==> src/scfg_consts.vh <==
// Offsets, field positions, reset values and timing counts of the configuration bank
`ifndef SCFG_CONSTS_VH
`define SCFG_CONSTS_VH
`define SCFG_ADDR_W 8
`define SCFG_OFS_DMA_SEL 8'h0C
`define SCFG_OFS_FLT_A 8'h10
`define SCFG_OFS_FLT_B 8'h14
`define SCFG_OFS_FLT_C 8'h18
`define SCFG_OFS_FLT_F 8'h1C
`define SCFG_OFS_I2C 8'h20
`define SCFG_CH7_LSB 16
`define SCFG_CH6_LSB 8
`define SCFG_CH5_LSB 0
`define SCFG_SEL_W 6
`define SCFG_SEL_RST 6'h3F
`define SCFG_SEL_MAX 6'h32
`define SCFG_DMA_SEL_RST 32'h003F3F3F
`define SCFG_FLT_RST 16'h0000
`define SCFG_FLT_F_W 10
`define SCFG_PF_I2C_LSB 24
`define SCFG_PB_I2C_LSB 8
`define SCFG_PA_I2C_LSB 0
`define SCFG_FILTER_NS 40
`define SCFG_CLK_MHZ 100
`define SCFG_FILTER_CYC ((`SCFG_FILTER_NS * `SCFG_CLK_MHZ + 999) / 1000)
`endif

==> src/scfg_bank.v <==
// System configuration bank: DMA request selects, pin filters and I2C pad modes
//
// Functional notes
// - Offset 0x0C bits 21:16 hold the channel 7 request select, reset to all ones.
// - Bits 13:8 of that register hold the channel 6 request select, reset to all ones.
// - Bits 5:0 hold the channel 5 select; the register resets to 0x003F3F3F.
// - Each select routes one request from codes 0 to 0x32 to its channel.
// - Offset 0x10 holds sixteen port A filter enables, reset to zero.
// - Offset 0x14 holds sixteen port B filter enables, reset to zero.
// - Offset 0x18 holds sixteen port C filter enables, reset to zero.
// - Offset 0x1C holds ten port F filter enables for pins 0 to 9, reset to zero.
// - Offset 0x20 bits 25:24 select I2C pad mode on port F pins 3 and 4.
// - Bits 15:8 select I2C pad mode on port B pins 6,7,8,9,10,11,13,14.
// - Bits 1:0 select I2C pad mode on port A pins 9 and 10.
`timescale 1ns/1ns
`include "scfg_consts.vh"
module scfg_bank #(
  parameter NREQ = 51,
  parameter CNT_W = 4
) (
  // Clock and reset
  input wire clk_i,
  input wire rst_i,
  // Register port
  input wire [`SCFG_ADDR_W-1:0] addr_i,
  input wire [31:0] wdata_i,
  input wire wr_i,
  input wire rd_i,
  output reg [31:0] rdata_o,
  // DMA request routing
  input wire [NREQ-1:0] periph_req_i,
  output wire ch5_req_o,
  output wire ch6_req_o,
  output wire ch7_req_o,
  // Pad inputs and filtered levels
  input wire [15:0] port_a_pin_i,
  input wire [15:0] port_b_pin_i,
  input wire [15:0] port_c_pin_i,
  input wire [`SCFG_FLT_F_W-1:0] port_f_pin_i,
  output wire [15:0] port_a_level_o,
  output wire [15:0] port_b_level_o,
  output wire [15:0] port_c_level_o,
  output wire [`SCFG_FLT_F_W-1:0] port_f_level_o,
  // Pad mode controls
  output wire [1:0] port_f_i2c_pad_select_o,
  output wire [7:0] port_b_i2c_pad_select_o,
  output wire [1:0] port_a_i2c_pad_select_o
);
  // Filter length in clock cycles, cut to the counter width on purpose
  localparam [31:0] HOLD_WORD = `SCFG_FILTER_CYC;
  localparam [CNT_W-1:0] HOLD = HOLD_WORD[CNT_W-1:0];
  // Reset image of the whole request select register
  localparam [31:0] DMA_SEL_RST = `SCFG_DMA_SEL_RST;

  // Register map by byte offset on the register port:
  //   0x0C request selects of channels 7, 6 and 5
  //   0x10 port A filter enables
  //   0x14 port B filter enables
  //   0x18 port C filter enables
  //   0x1C port F filter enables, pins 0 to 9
  //   0x20 I2C pad mode selects of ports F, B and A
  // Any other offset reads zero and drops writes
  // DMA request selects
  reg [5:0] channel7_request_select_reg;
  reg [5:0] channel6_request_select_reg;
  reg [5:0] channel5_request_select_reg;
  // Pin filter enables
  reg [15:0] flt_a_reg;
  reg [15:0] flt_b_reg;
  reg [15:0] flt_c_reg;
  reg [`SCFG_FLT_F_W-1:0] flt_f_reg;
  // I2C pad mode selects
  reg [1:0] pf_i2c_reg;
  reg [7:0] pb_i2c_reg;
  reg [1:0] pa_i2c_reg;
  // Read path
  reg [31:0] rdata_next;
  wire [31:0] dma_sel_word;
  wire [31:0] i2c_word;
  wire [31:0] flt_a_word;
  wire [31:0] flt_b_word;
  wire [31:0] flt_c_word;
  wire [31:0] flt_f_word;
  // Write strobes per register
  wire wr_dma_sel;
  wire wr_flt_a;
  wire wr_flt_b;
  wire wr_flt_c;
  wire wr_flt_f;
  wire wr_i2c;
  // Select codes that name a request
  wire ch5_sel_valid;
  wire ch6_sel_valid;
  wire ch7_sel_valid;

  // Write strobes decoded per register
  // Unmapped offsets match none, so such writes are dropped
  assign wr_dma_sel = wr_i && (addr_i == `SCFG_OFS_DMA_SEL);
  assign wr_flt_a = wr_i && (addr_i == `SCFG_OFS_FLT_A);
  assign wr_flt_b = wr_i && (addr_i == `SCFG_OFS_FLT_B);
  assign wr_flt_c = wr_i && (addr_i == `SCFG_OFS_FLT_C);
  assign wr_flt_f = wr_i && (addr_i == `SCFG_OFS_FLT_F);
  assign wr_i2c = wr_i && (addr_i == `SCFG_OFS_I2C);

  // DMA request selects
  // Reserved bits 31:22, 15:14 and 7:6 have no storage
  always @(posedge clk_i) begin
    if (rst_i) begin
      channel7_request_select_reg <= DMA_SEL_RST[`SCFG_CH7_LSB +: `SCFG_SEL_W];
      channel6_request_select_reg <= DMA_SEL_RST[`SCFG_CH6_LSB +: `SCFG_SEL_W];
      channel5_request_select_reg <= DMA_SEL_RST[`SCFG_CH5_LSB +: `SCFG_SEL_W];
    end else if (wr_dma_sel) begin
      channel7_request_select_reg <= wdata_i[`SCFG_CH7_LSB +: `SCFG_SEL_W];
      channel6_request_select_reg <= wdata_i[`SCFG_CH6_LSB +: `SCFG_SEL_W];
      channel5_request_select_reg <= wdata_i[`SCFG_CH5_LSB +: `SCFG_SEL_W];
    end
  end

  always @(posedge clk_i) begin
    if (rst_i) begin
      flt_a_reg <= `SCFG_FLT_RST;
    end else if (wr_flt_a) begin
      flt_a_reg <= wdata_i[15:0];
    end
  end

  always @(posedge clk_i) begin
    if (rst_i) begin
      flt_b_reg <= `SCFG_FLT_RST;
    end else if (wr_flt_b) begin
      flt_b_reg <= wdata_i[15:0];
    end
  end

  always @(posedge clk_i) begin
    if (rst_i) begin
      flt_c_reg <= `SCFG_FLT_RST;
    end else if (wr_flt_c) begin
      flt_c_reg <= wdata_i[15:0];
    end
  end

  // port F filter enables, pins 0 to 9
  always @(posedge clk_i) begin
    if (rst_i) begin
      flt_f_reg <= {`SCFG_FLT_F_W{1'b0}};
    end else if (wr_flt_f) begin
      flt_f_reg <= wdata_i[`SCFG_FLT_F_W-1:0];
    end
  end

  // I2C pad mode selects
  // Reserved bits 31:26, 23:16 and 7:2 have no storage
  always @(posedge clk_i) begin
    if (rst_i) begin
      pf_i2c_reg <= 2'h0;
      pb_i2c_reg <= 8'h00;
      pa_i2c_reg <= 2'h0;
    end else if (wr_i2c) begin
      pf_i2c_reg <= wdata_i[`SCFG_PF_I2C_LSB +: 2];
      pb_i2c_reg <= wdata_i[`SCFG_PB_I2C_LSB +: 8];
      pa_i2c_reg <= wdata_i[`SCFG_PA_I2C_LSB +: 2];
    end
  end

  // Packed read words with reserved bits at zero
  assign dma_sel_word = {10'h000, channel7_request_select_reg, 2'h0, channel6_request_select_reg,
                         2'h0, channel5_request_select_reg};
  assign i2c_word = {6'h00, pf_i2c_reg, 8'h00, pb_i2c_reg, 6'h00, pa_i2c_reg};
  assign flt_a_word = {16'h0000, flt_a_reg};
  assign flt_b_word = {16'h0000, flt_b_reg};
  assign flt_c_word = {16'h0000, flt_c_reg};
  assign flt_f_word = {{(32-`SCFG_FLT_F_W){1'b0}}, flt_f_reg};

  always @* begin
    rdata_next = 32'h00000000;
    if (addr_i == `SCFG_OFS_DMA_SEL) begin
      rdata_next = dma_sel_word;
    end else if (addr_i == `SCFG_OFS_FLT_A) begin
      rdata_next = flt_a_word;
    end else if (addr_i == `SCFG_OFS_FLT_B) begin
      rdata_next = flt_b_word;
    end else if (addr_i == `SCFG_OFS_FLT_C) begin
      rdata_next = flt_c_word;
    end else if (addr_i == `SCFG_OFS_FLT_F) begin
      rdata_next = flt_f_word;
    end else if (addr_i == `SCFG_OFS_I2C) begin
      rdata_next = i2c_word;
    end
  end

  // Read data stand one cycle after the strobe, zero otherwise
  always @(posedge clk_i) begin
    if (rst_i) begin
      rdata_o <= 32'h00000000;
    end else if (rd_i) begin
      rdata_o <= rdata_next;
    end else begin
      rdata_o <= 32'h00000000;
    end
  end

  // request multiplexer; reserved codes give no request
  function route;
    input [5:0] sel;
    input [NREQ-1:0] req;
    begin
      route = 1'b0;
      if (sel < NREQ) begin
        route = req[sel];
      end
    end
  endfunction

  // codes above the last listed request are reserved
  assign ch5_sel_valid = (channel5_request_select_reg <= `SCFG_SEL_MAX);
  assign ch6_sel_valid = (channel6_request_select_reg <= `SCFG_SEL_MAX);
  assign ch7_sel_valid = (channel7_request_select_reg <= `SCFG_SEL_MAX);

  assign ch5_req_o = ch5_sel_valid & route(channel5_request_select_reg, periph_req_i);
  assign ch6_req_o = ch6_sel_valid & route(channel6_request_select_reg, periph_req_i);
  assign ch7_req_o = ch7_sel_valid & route(channel7_request_select_reg, periph_req_i);

  // Pad mode outputs straight from registers
  // Bit 0 drives pin F3, bit 1 pin F4
  assign port_f_i2c_pad_select_o = pf_i2c_reg;
  // Bits 0 to 7 drive pins B6, B7, B8, B9, B10, B11, B13 and B14
  assign port_b_i2c_pad_select_o = pb_i2c_reg;
  // Bit 0 drives pin A9, bit 1 pin A10
  assign port_a_i2c_pad_select_o = pa_i2c_reg;

  // filter instances per port
  // Port A filters
  scfg_pin_filter #(
    .WIDTH(16),
    .CNT_W(CNT_W),
    .HOLD(HOLD)
  ) u_flt_a (
    .clk_i(clk_i),
    .rst_i(rst_i),
    .pin_i(port_a_pin_i),
    .enable_i(flt_a_reg),
    .level_o(port_a_level_o)
  );

  // Port B filters
  scfg_pin_filter #(
    .WIDTH(16),
    .CNT_W(CNT_W),
    .HOLD(HOLD)
  ) u_flt_b (
    .clk_i(clk_i),
    .rst_i(rst_i),
    .pin_i(port_b_pin_i),
    .enable_i(flt_b_reg),
    .level_o(port_b_level_o)
  );

  // Port C filters
  scfg_pin_filter #(
    .WIDTH(16),
    .CNT_W(CNT_W),
    .HOLD(HOLD)
  ) u_flt_c (
    .clk_i(clk_i),
    .rst_i(rst_i),
    .pin_i(port_c_pin_i),
    .enable_i(flt_c_reg),
    .level_o(port_c_level_o)
  );

  // Port F filters, pins 0 to 9 only
  scfg_pin_filter #(
    .WIDTH(`SCFG_FLT_F_W),
    .CNT_W(CNT_W),
    .HOLD(HOLD)
  ) u_flt_f (
    .clk_i(clk_i),
    .rst_i(rst_i),
    .pin_i(port_f_pin_i),
    .enable_i(flt_f_reg),
    .level_o(port_f_level_o)
  );
endmodule

==> src/scfg_pin_filter.v <==
// Per-pin input glitch filter with bypass
`timescale 1ns/1ns
module scfg_pin_filter #(
  parameter WIDTH = 16,
  parameter CNT_W = 4,
  parameter [CNT_W-1:0] HOLD = 4'h4
) (
  // Clock and reset
  input wire clk_i,
  input wire rst_i,
  // Pins and control
  input wire [WIDTH-1:0] pin_i,
  input wire [WIDTH-1:0] enable_i,
  output wire [WIDTH-1:0] level_o
);
  genvar g;
  generate
    for (g = 0; g < WIDTH; g = g + 1) begin : g_pin
      reg sync1_reg;
      reg sync2_reg;
      reg filt_reg;
      reg [CNT_W-1:0] cnt_reg;
      // Two-stage synchroniser
      always @(posedge clk_i) begin
        if (rst_i) begin
          sync1_reg <= 1'b0;
          sync2_reg <= 1'b0;
        end else begin
          sync1_reg <= pin_i[g];
          sync2_reg <= sync1_reg;
        end
      end
      always @(posedge clk_i) begin
        if (rst_i) begin
          filt_reg <= 1'b0;
          cnt_reg <= {CNT_W{1'b0}};
        end else if (sync2_reg == filt_reg) begin
          cnt_reg <= {CNT_W{1'b0}};
        end else if (cnt_reg >= HOLD - 1'b1) begin
          filt_reg <= sync2_reg;
          cnt_reg <= {CNT_W{1'b0}};
        end else begin
          cnt_reg <= cnt_reg + 1'b1;
        end
      end
      assign level_o[g] = enable_i[g] ? filt_reg : sync2_reg;
    end
  endgenerate
endmodule

==> config.mk <==
export PLATFORM = sky130hd
export DESIGN_NAME = scfg_bank
export DESIGN_NICKNAME = d
export VERILOG_FILES = /design/src/scfg_bank.v /design/src/scfg_pin_filter.v
export VERILOG_INCLUDE_DIRS = /design/src /design/src/src
export SDC_FILE = /design/constraint.sdc
export NUM_CORES = 1
export LEC_CHECK = 0
export ABC_AREA = 1
export BUFFER_PORTS_ARGS = -buffer_cell sky130_fd_sc_hd__buf_4
export CORE_MARGIN = 2
export CORE_UTILIZATION = 57
export CTS_CLUSTER_DIAMETER = 50
export DETAILED_ROUTE_END_ITERATION = 16
export PLACE_DENSITY = 0.77
export SYNTH_ARGS = -nofsm -noshare
export SYNTH_HDL_FRONTEND = slang
export SYNTH_SLANG_ARGS = --single-unit
==> constraint.sdc <==
create_clock -name clk_i -period 1.8 [get_ports clk_i]
set_input_delay 0.36 -clock clk_i [delete_from_list [all_inputs] [get_ports clk_i]]
set_output_delay 0.36 -clock clk_i [all_outputs]
set_load 0.01 [all_outputs]
==> results of run 1 <==
[per-stage QoR]
step           area [sq um]  total power, uW  util [%]
3_3_place_gp          22300            13480     66.99
6_report              24720            22970     74.27
4_1_cts               24640            23080     74.04
3_5_place_dp          22300            13540     66.99
5_1_grt               24720            23790     74.27
2_1_floorplan         19560            12900         -
[power by group]
| group | switching [uW] | internal [uW] | leakage [uW] |
|---|---|---|---|
| logic | 830 | 637 | 0.00654 |
| clock network | 4100 | 5430 | 0.000720 |
| registers | 156 | 11800 | 0.00427 |
| total | 5080 | 17900 | 0.0115 |
[synthesized netlist by cell type, drive strengths merged (4+ instances only)]
library cell  number
ha                58
dfxtp            518
buf               50
o21ai            182
nor2             366
nand3            128
xor2              17
nor3              69
nand2            321
o211ai            67
clkbuf            33
mux2               7
a21oi            155
inv              367
clkinv             4
nand4             17
[kinds of logic after synthesis]
family,synth area share [%]
other,0.01964
AOI/OAI and AO/OA,11.64
DFF,54.31
muxes,0.4129
buffers and inverters,9.430
xor gates and xnor gates,0.7798
and+or+nand+nor,19.61
adders and majority gates,3.801
[what timing repair did]
item                                   in CTS  in global routing
setup buffers                              10                  0
hold buffers                               56                  0
cloned                                      1                  0
pin swaps                                  14                 12
resized for setup                          81                 40
endpoints found under the hold margin      56                  0
setup endpoints to repair                  24                 23
[worst register-to-register path, stage by stage (launching register included)]
cell and delay [ns]:
dfxtp_1 0.41, inv_1 0.10, nor3_1 0.31, nor3_1 0.12, a21oi_1 0.24
[layout by cell type, fill, tap and decap left out, types with 16 or more instances in the layout]
cell type        n
nand2_2         16
o21ai_1         21
ha_1            58
dfxtp_2         19
o21ai_0        157
nor2_1         362
dfxtp_1        492
nand4_1         17
xor2_1          17
dlygate4sd3_1   56
a21oi_1        151
conb_1         124
nor3_1          66
nand2_1        304
clkbuf_16       51
nand3_1        115
inv_1          351
o211ai_1        67
buf_4          316
[layer usage]
layer | up-vias | share of wire (%) | GRT usage (%)
li1 | 8369 | - | -
met1 | 7778 | 41 | 35.60
met3 | 119 | 6.8 | 4.916
met4 | 0 | 4.1 | 13.68
met2 | 610 | 48 | 51.23
met5 | - | 0 | 0
[worst max-delay path by stage]
stage | slack (ns) | startpoint | to | cells after the start
2_1_floorplan | 0.14 | channel5_request_select_reg[0] | ch5_req_o | 10
3_3_place_gp | -0.1 | channel6_request_select_reg[0] | ch6_req_o | 10
3_5_place_dp | -0.17 | addr_i[1] | port_b_i2c_pad_select_o[2] | 11
4_1_cts | -0.54 | channel5_request_select_reg[0] | ch5_req_o | 12
5_1_grt | -0.64 | channel6_request_select_reg[0] | ch6_req_o | 13
6_report | -0.54 | channel6_request_select_reg[0] | ch6_req_o | 10
[final cells by class]
cell class | instances | area (sq um) | share of cell area [%]
sequential | 518 | 10420 | 42.15
clock inverter | 7 | 51.30 | 0.2075
inverter | 371 | 1400 | 5.664
tap | 448 | 560.5 | 2.268
clock buffer | 70 | 1418 | 5.735
multi-input combinational | 1519 | 7552 | 30.55
antenna | 1 | 2.502 | 0.01012
timing repair buffer | 396 | 3314 | 13.41
==> metrics.md, run 1 <==
| Metric | Value |
|---|---|
| Worst reg2reg setup slack | 0.50 ns |
| Share of layout cells above drive strength 1 | 17.46% |
| HPWL Detailed | 36,820 um |
| Worst Max-Slew Pin Slew | 0.7034 ns |
| Setup TNS | -1.517 ns |
| Worst Hold Class | input pin to flip-flop |
| Clock sink total | 518 |
| Max-cap violations | 0 |
| Hold Startpoint | port_b_pin_i[8] |
| Port Buffers | 241 |
| Worst slew margin | 53.11% |
| Ys async rst share | 0% |
| Clock insertion delay at the later pin of the skew report | 0.59 ns |
| R2R Path Start | flt_f_reg[6] |
| Maximum vdd drop | 0.0008551 V |
| Pwr/cell area | 929.3 nW/um^2 |
| Tcrit/Tclk final | 130.0% |
| Synth top area cells | dfxtp_1 54%, nor2_1 7.1%, inv_1 7.1% |
| Post-route setup slack | -0.5406 ns |
| WP data arrival | 1.98 ns |
| Total Wirelength | 51,970 um |
| FF+latch count, synth | 518 |
| Yosys warnings | 0 |
| R2R depth | 4 |
| Num rows | 67 |
| Violated checks | setup timing |
| Largest net degree at the start of global routing | 149 |
| Endpoints failing setup | 3 |
| Placed cell count | 3,185 |
| Dpl ws | -0.1749 ns |
| Initial cell density of the core | 57.37% |
| First-pass GRT wire length | 82,330 um |
| GRT Util Overall | 29.42% |
| Nature of the critical path startpoint | flip-flop |
| Top fanout value on the critical path | 13 |
| CP cell instances | clkinvlp_4, buf_12, nand2_2, nand3_2, a31oi_2, nor2_1, nand2_1, nand2_1, nand2_2, buf_6 |
| Worst hold slack | 0.01663 ns |
| WHS Endpoint | u_flt_b.g_pin[8].sync1_reg |
| Slowest stage delay, CP | 0.38 ns |
| Status | complete, but fails checks |
| Synth top area share | 54.31% |
| Fin nets | 3,066 |
| Placer Congestion | 0.9263 |
| Clock Tree Root | clkbuf_16 |
| DR vias/cell | 5.068 |
| Critical Path RT | 1.44 ns |
| Dominant cell type by area after synthesis | dfxtp_1 |
| I/O pins | 258 |
| Hold depth | 3 |
| Netlist cell types | 33 |
| Part of the Yosys area used for sequential elements | 54.31% |
| Via count | 16,876 |
| Initial antenna violation count | 1 |
| Worst path top cell family by delay | simple AND/OR/NAND/NOR gates |
| Initial DRT Pass Iterations | 5 |
| Die H | 187.0 um |
| DIE AREA | 34,980 sq um |
| RSZ-0062 raised after global routing | true |
| # fillers | 2,403 |
| Leakage | 0.01153 uW |
| Post-synth EDFFs | 0 |
| Die Wd | 187.0 um |
| Routed Antenna Nets | 0 |
| Max Fclk | 427.2 MHz |
| Worst Setup Path Type | flip-flop to primary output |
| Clock buffer depth | 3 |
| P&R area growth vs syn | 29.46% |
| Vias in the first global route | 16,614 |
| Slew Limit Fails | 0 |
| Setup crit end kind | primary output |
| Most used DFF post-synth | dfxtp_1 |
| Htree depth | 2 |
| Total core area | 33,280 sq um |
| Slowest-stage cell, CP | dfxtp_4 |
| Non-Filler Instances | 3,330 |
| Clock buffer count from CTS | 49 |
| R2R Path End | rdata_o[6] |
| Violation count after the first detailed-route iteration | 1,142 |
| Clk_skew | 0.02195 ns |
| Post-Syn Area per Cell | 8.063 sq um |
| Tmin final | 2.341 ns |
| Synth Cell Area | 19,090 sq um |
| # DRC | 0 |
| Mapped Cells | 2,368 |
| CTS tree | built |
| Clk slew on worst S/H paths | 0.06 ns |
| Crit path buf inv count | 3 |
| DR WL/cell | 15.61 um |
| GR Overflow Total | 0 |
| Final hold violations | 0 |
No activity file was read; power rests on OpenSTA's default activity.
==> inputs of run 2 (changes only) <==
--- a/config.mk
+++ b/config.mk
@@ -9,2 +9,3 @@
 export ABC_AREA = 1
+export ABC_CLOCK_PERIOD_IN_PS = 1800
 export BUFFER_PORTS_ARGS = -buffer_cell sky130_fd_sc_hd__buf_4
@@ -12,2 +13,3 @@
 export CORE_UTILIZATION = 57
+export CTS_BUF_LIST = sky130_fd_sc_hd__clkbuf_16
 export CTS_CLUSTER_DIAMETER = 50
--- a/constraint.sdc
+++ b/constraint.sdc
@@ -3,2 +3,2 @@
 set_output_delay 0.36 -clock clk_i [all_outputs]
-set_load 0.01 [all_outputs]
+set_load 0.05 [all_outputs]
==> run 2 against run 1 <==
The run still ends with setup timing left; critical path depth unchanged; cell count increased by 0.69%; setup slack got worse by 0.041 ns; global-route usage increased by 0.84 points; first-iteration DRC count increased by 8.0%; sequential share of layout area decreased by 0.79 points; clock skew decreased by 0.0066 ns; clock power increased by 8%; via count increased by 0.49%; total power increased by 4.5%; combinational power increased by 19%; fmax decreased by 1.7%.
==> metrics.md, run 2 (synthesized netlist as in run 1, its figures left out) <==
| Metric | Value |
|---|---|
| Status | complete, but fails checks |
| Violated checks | setup timing |
| Via count | 16,958 |
| Final hold violations | 0 |
| HPWL Detailed | 37,340 um |
| Clock buffer depth | 3 |
| Net Switching | 5718 uW |
| Worst Setup Path Type | flip-flop to primary output |
| Routed Antenna Nets | 0 |
| Crit path buf inv count | 3 |
| Share of layout cells above drive strength 1 | 19.42% |
| Clock insertion delay at the later pin of the skew report | 0.60 ns |
| Most frequent cells in the layout | 465 x dfxtp_1, 362 x inv_1, 359 x nor2_1, 298 x nand2_1, 269 x buf_4 |
| CP cell instances | buf_12, nor2_4, buf_6, nand2_2, nand4_1, nand3_1, nand3_1, nand3_1, nand2_2, buf_8 |
| Clk_skew | 0.01532 ns |
| Dpl cell area | 22,260 sq um |
| Total Wirelength | 53,830 um |
| Initial DRT Pass Iterations | 6 |
| Placer Congestion | 0.9343 |
| Slowest stage delay, CP | 0.39 ns |
| Max Fclk | 420.0 MHz |
| Power share of the clock group | 42.8% |
| Clock sink total | 518 |
| Total core area | 33,280 sq um |
| DR vias/cell | 5.058 |
| Tcrit/Tclk final | 132.3% |
| Worst Max-Slew Pin Slew | 0.7634 ns |
| Endpoints failing setup | 4 |
| Initial antenna violation count | 0 |
| Die H | 187.0 um |
| Tmin final | 2.381 ns |
| Worst Hold Class | input pin to flip-flop |
| Initial cell density of the core | 57.37% |
| Largest net degree at the start of global routing | 106 |
| Final Cell Area | 25,280 sq um |
| Clk slew on worst S/H paths | 0.06 ns |
| Placed cell count | 3,177 |
| DIE AREA | 34,980 sq um |
| Nature of the critical path startpoint | flip-flop |
| CP startpoint | channel5_request_select_reg[0] |
| Non-Filler Instances | 3,353 |
| # DRC | 0 |
| WP data arrival | 2.02 ns |
| Fin nets | 3,075 |
| Die Wd | 187.0 um |
| Power Internal | 18,280 uW |
| Slowest-stage cell, CP | dfxtp_4 |
| GRT Util Overall | 30.26% |
| Post-route setup slack | -0.5812 ns |
| I/O pins | 258 |
| RSZ-0062 raised after global routing | true |
| # fillers | 2,336 |
| Dpl ws | -0.1074 ns |
| CTS tree | built |
| Commonest non-fill, non-tap cell in the layout | dfxtp_1 |
| DR WL/cell | 16.05 um |
| Register share of total power | 49.9% |
| Setup crit end kind | primary output |
| Hold Startpoint | port_f_pin_i[8] |
| Worst path top cell family by delay | simple AND/OR/NAND/NOR gates |
| Htree depth | 2 |
| Worst slew margin | 48.92% |
| Leakage | 0.01179 uW |
| Top fanout value on the critical path | 7 |
| Max-cap violations | 0 |
| Switching Share | 23.83% |
| Most used cell, CP | nand3_1 |
| Slew Limit Fails | 0 |
| Num rows | 67 |
| Setup TNS | -1.707 ns |
| P&R area growth vs syn | 32.42% |
| R2R Path Start | u_flt_b.g_pin[1].cnt_reg[0] |
| Port Buffers | 241 |
| Comb pwr share | 7.3% |
| GR Overflow Total | 0 |
| Critical Path RT | 1.44 ns |
| Clock buffer count from CTS | 54 |
| Maximum vdd drop | 0.0008352 V |
| Pwr/cell area | 949.1 nW/um^2 |
| Final core utilization | 75.97% |
| Violation count after the first detailed-route iteration | 1,233 |
| First-pass GRT wire length | 83,920 um |
| Vias in the first global route | 16,469 |
| Clock Tree Root | clkbuf_16 |
run 2: worst paths after layout:
check	end	slack [ns]	cells past startpoint
max	ch5_req_o	-0.58	10
min	u_flt_f.g_pin[8].sync1_reg	0.04	3
max reg2reg	u_flt_b.g_pin[1].filt_reg	0.39	4
min reg2reg	u_flt_b.g_pin[15].sync2_reg	0.39	2
run 2: power groups by stage:
stage          clock network [uW]  logic [uW]  registers [uW]
3_5_place_dp                    0        1520           12200
2_1_floorplan                   0         900           12200
3_3_place_gp                    0        1490           12200
4_1_cts                     10400        1680           12000
5_1_grt                     10900        1900           12000
6_report                    10300        1750           12000
run 2: what timing repair did:
action,CTS,global route
hold buffers,63,0
cloned,5,0
endpoints found under the setup margin,46,39
hold endpoints to repair,63,0
resized for setup,154,79
setup buffers,10,5
pin swaps,25,43
run 2: tightest hold or removal path, stage by stage:
cell and delay [ns]:
buf_4 0.11, inv_1 0.05, nor2_1 0.06
run 2: cell type report:
class | instances | area (sq um) | area share [%]
clock buffers | 56 | 1401 | 5.543
multi-input cells | 1519 | 7651 | 30.26
well taps | 448 | 560.5 | 2.217
diodes | 1 | 2.502 | 0.009898
inverters | 371 | 1416 | 5.602
clock inverters | 40 | 242.7 | 0.9601
flip-flops and latches | 518 | 10460 | 41.37
repair buffers | 400 | 3550 | 14.04
run 2: layer usage:
layer / vias up / part of all wire, % / global-route usage, %
met4: 0 / 4.2 / 15.02
met3: 130 / 7.5 / 5.704
met2: 674 / 47 / 50.11
met1: 7759 / 41 / 38.00
met5: - / 0 / 0
li1: 8395 / - / -
run 2: through the flow:
step                total power [uW]  hold WS, ns
floorplan                      13100       0.3883
global placement               13710       0.3883
detailed placement             13760       0.3924
CTS                            24050     0.006724
global route                   24830      0.02124
finish                         24000      0.03733
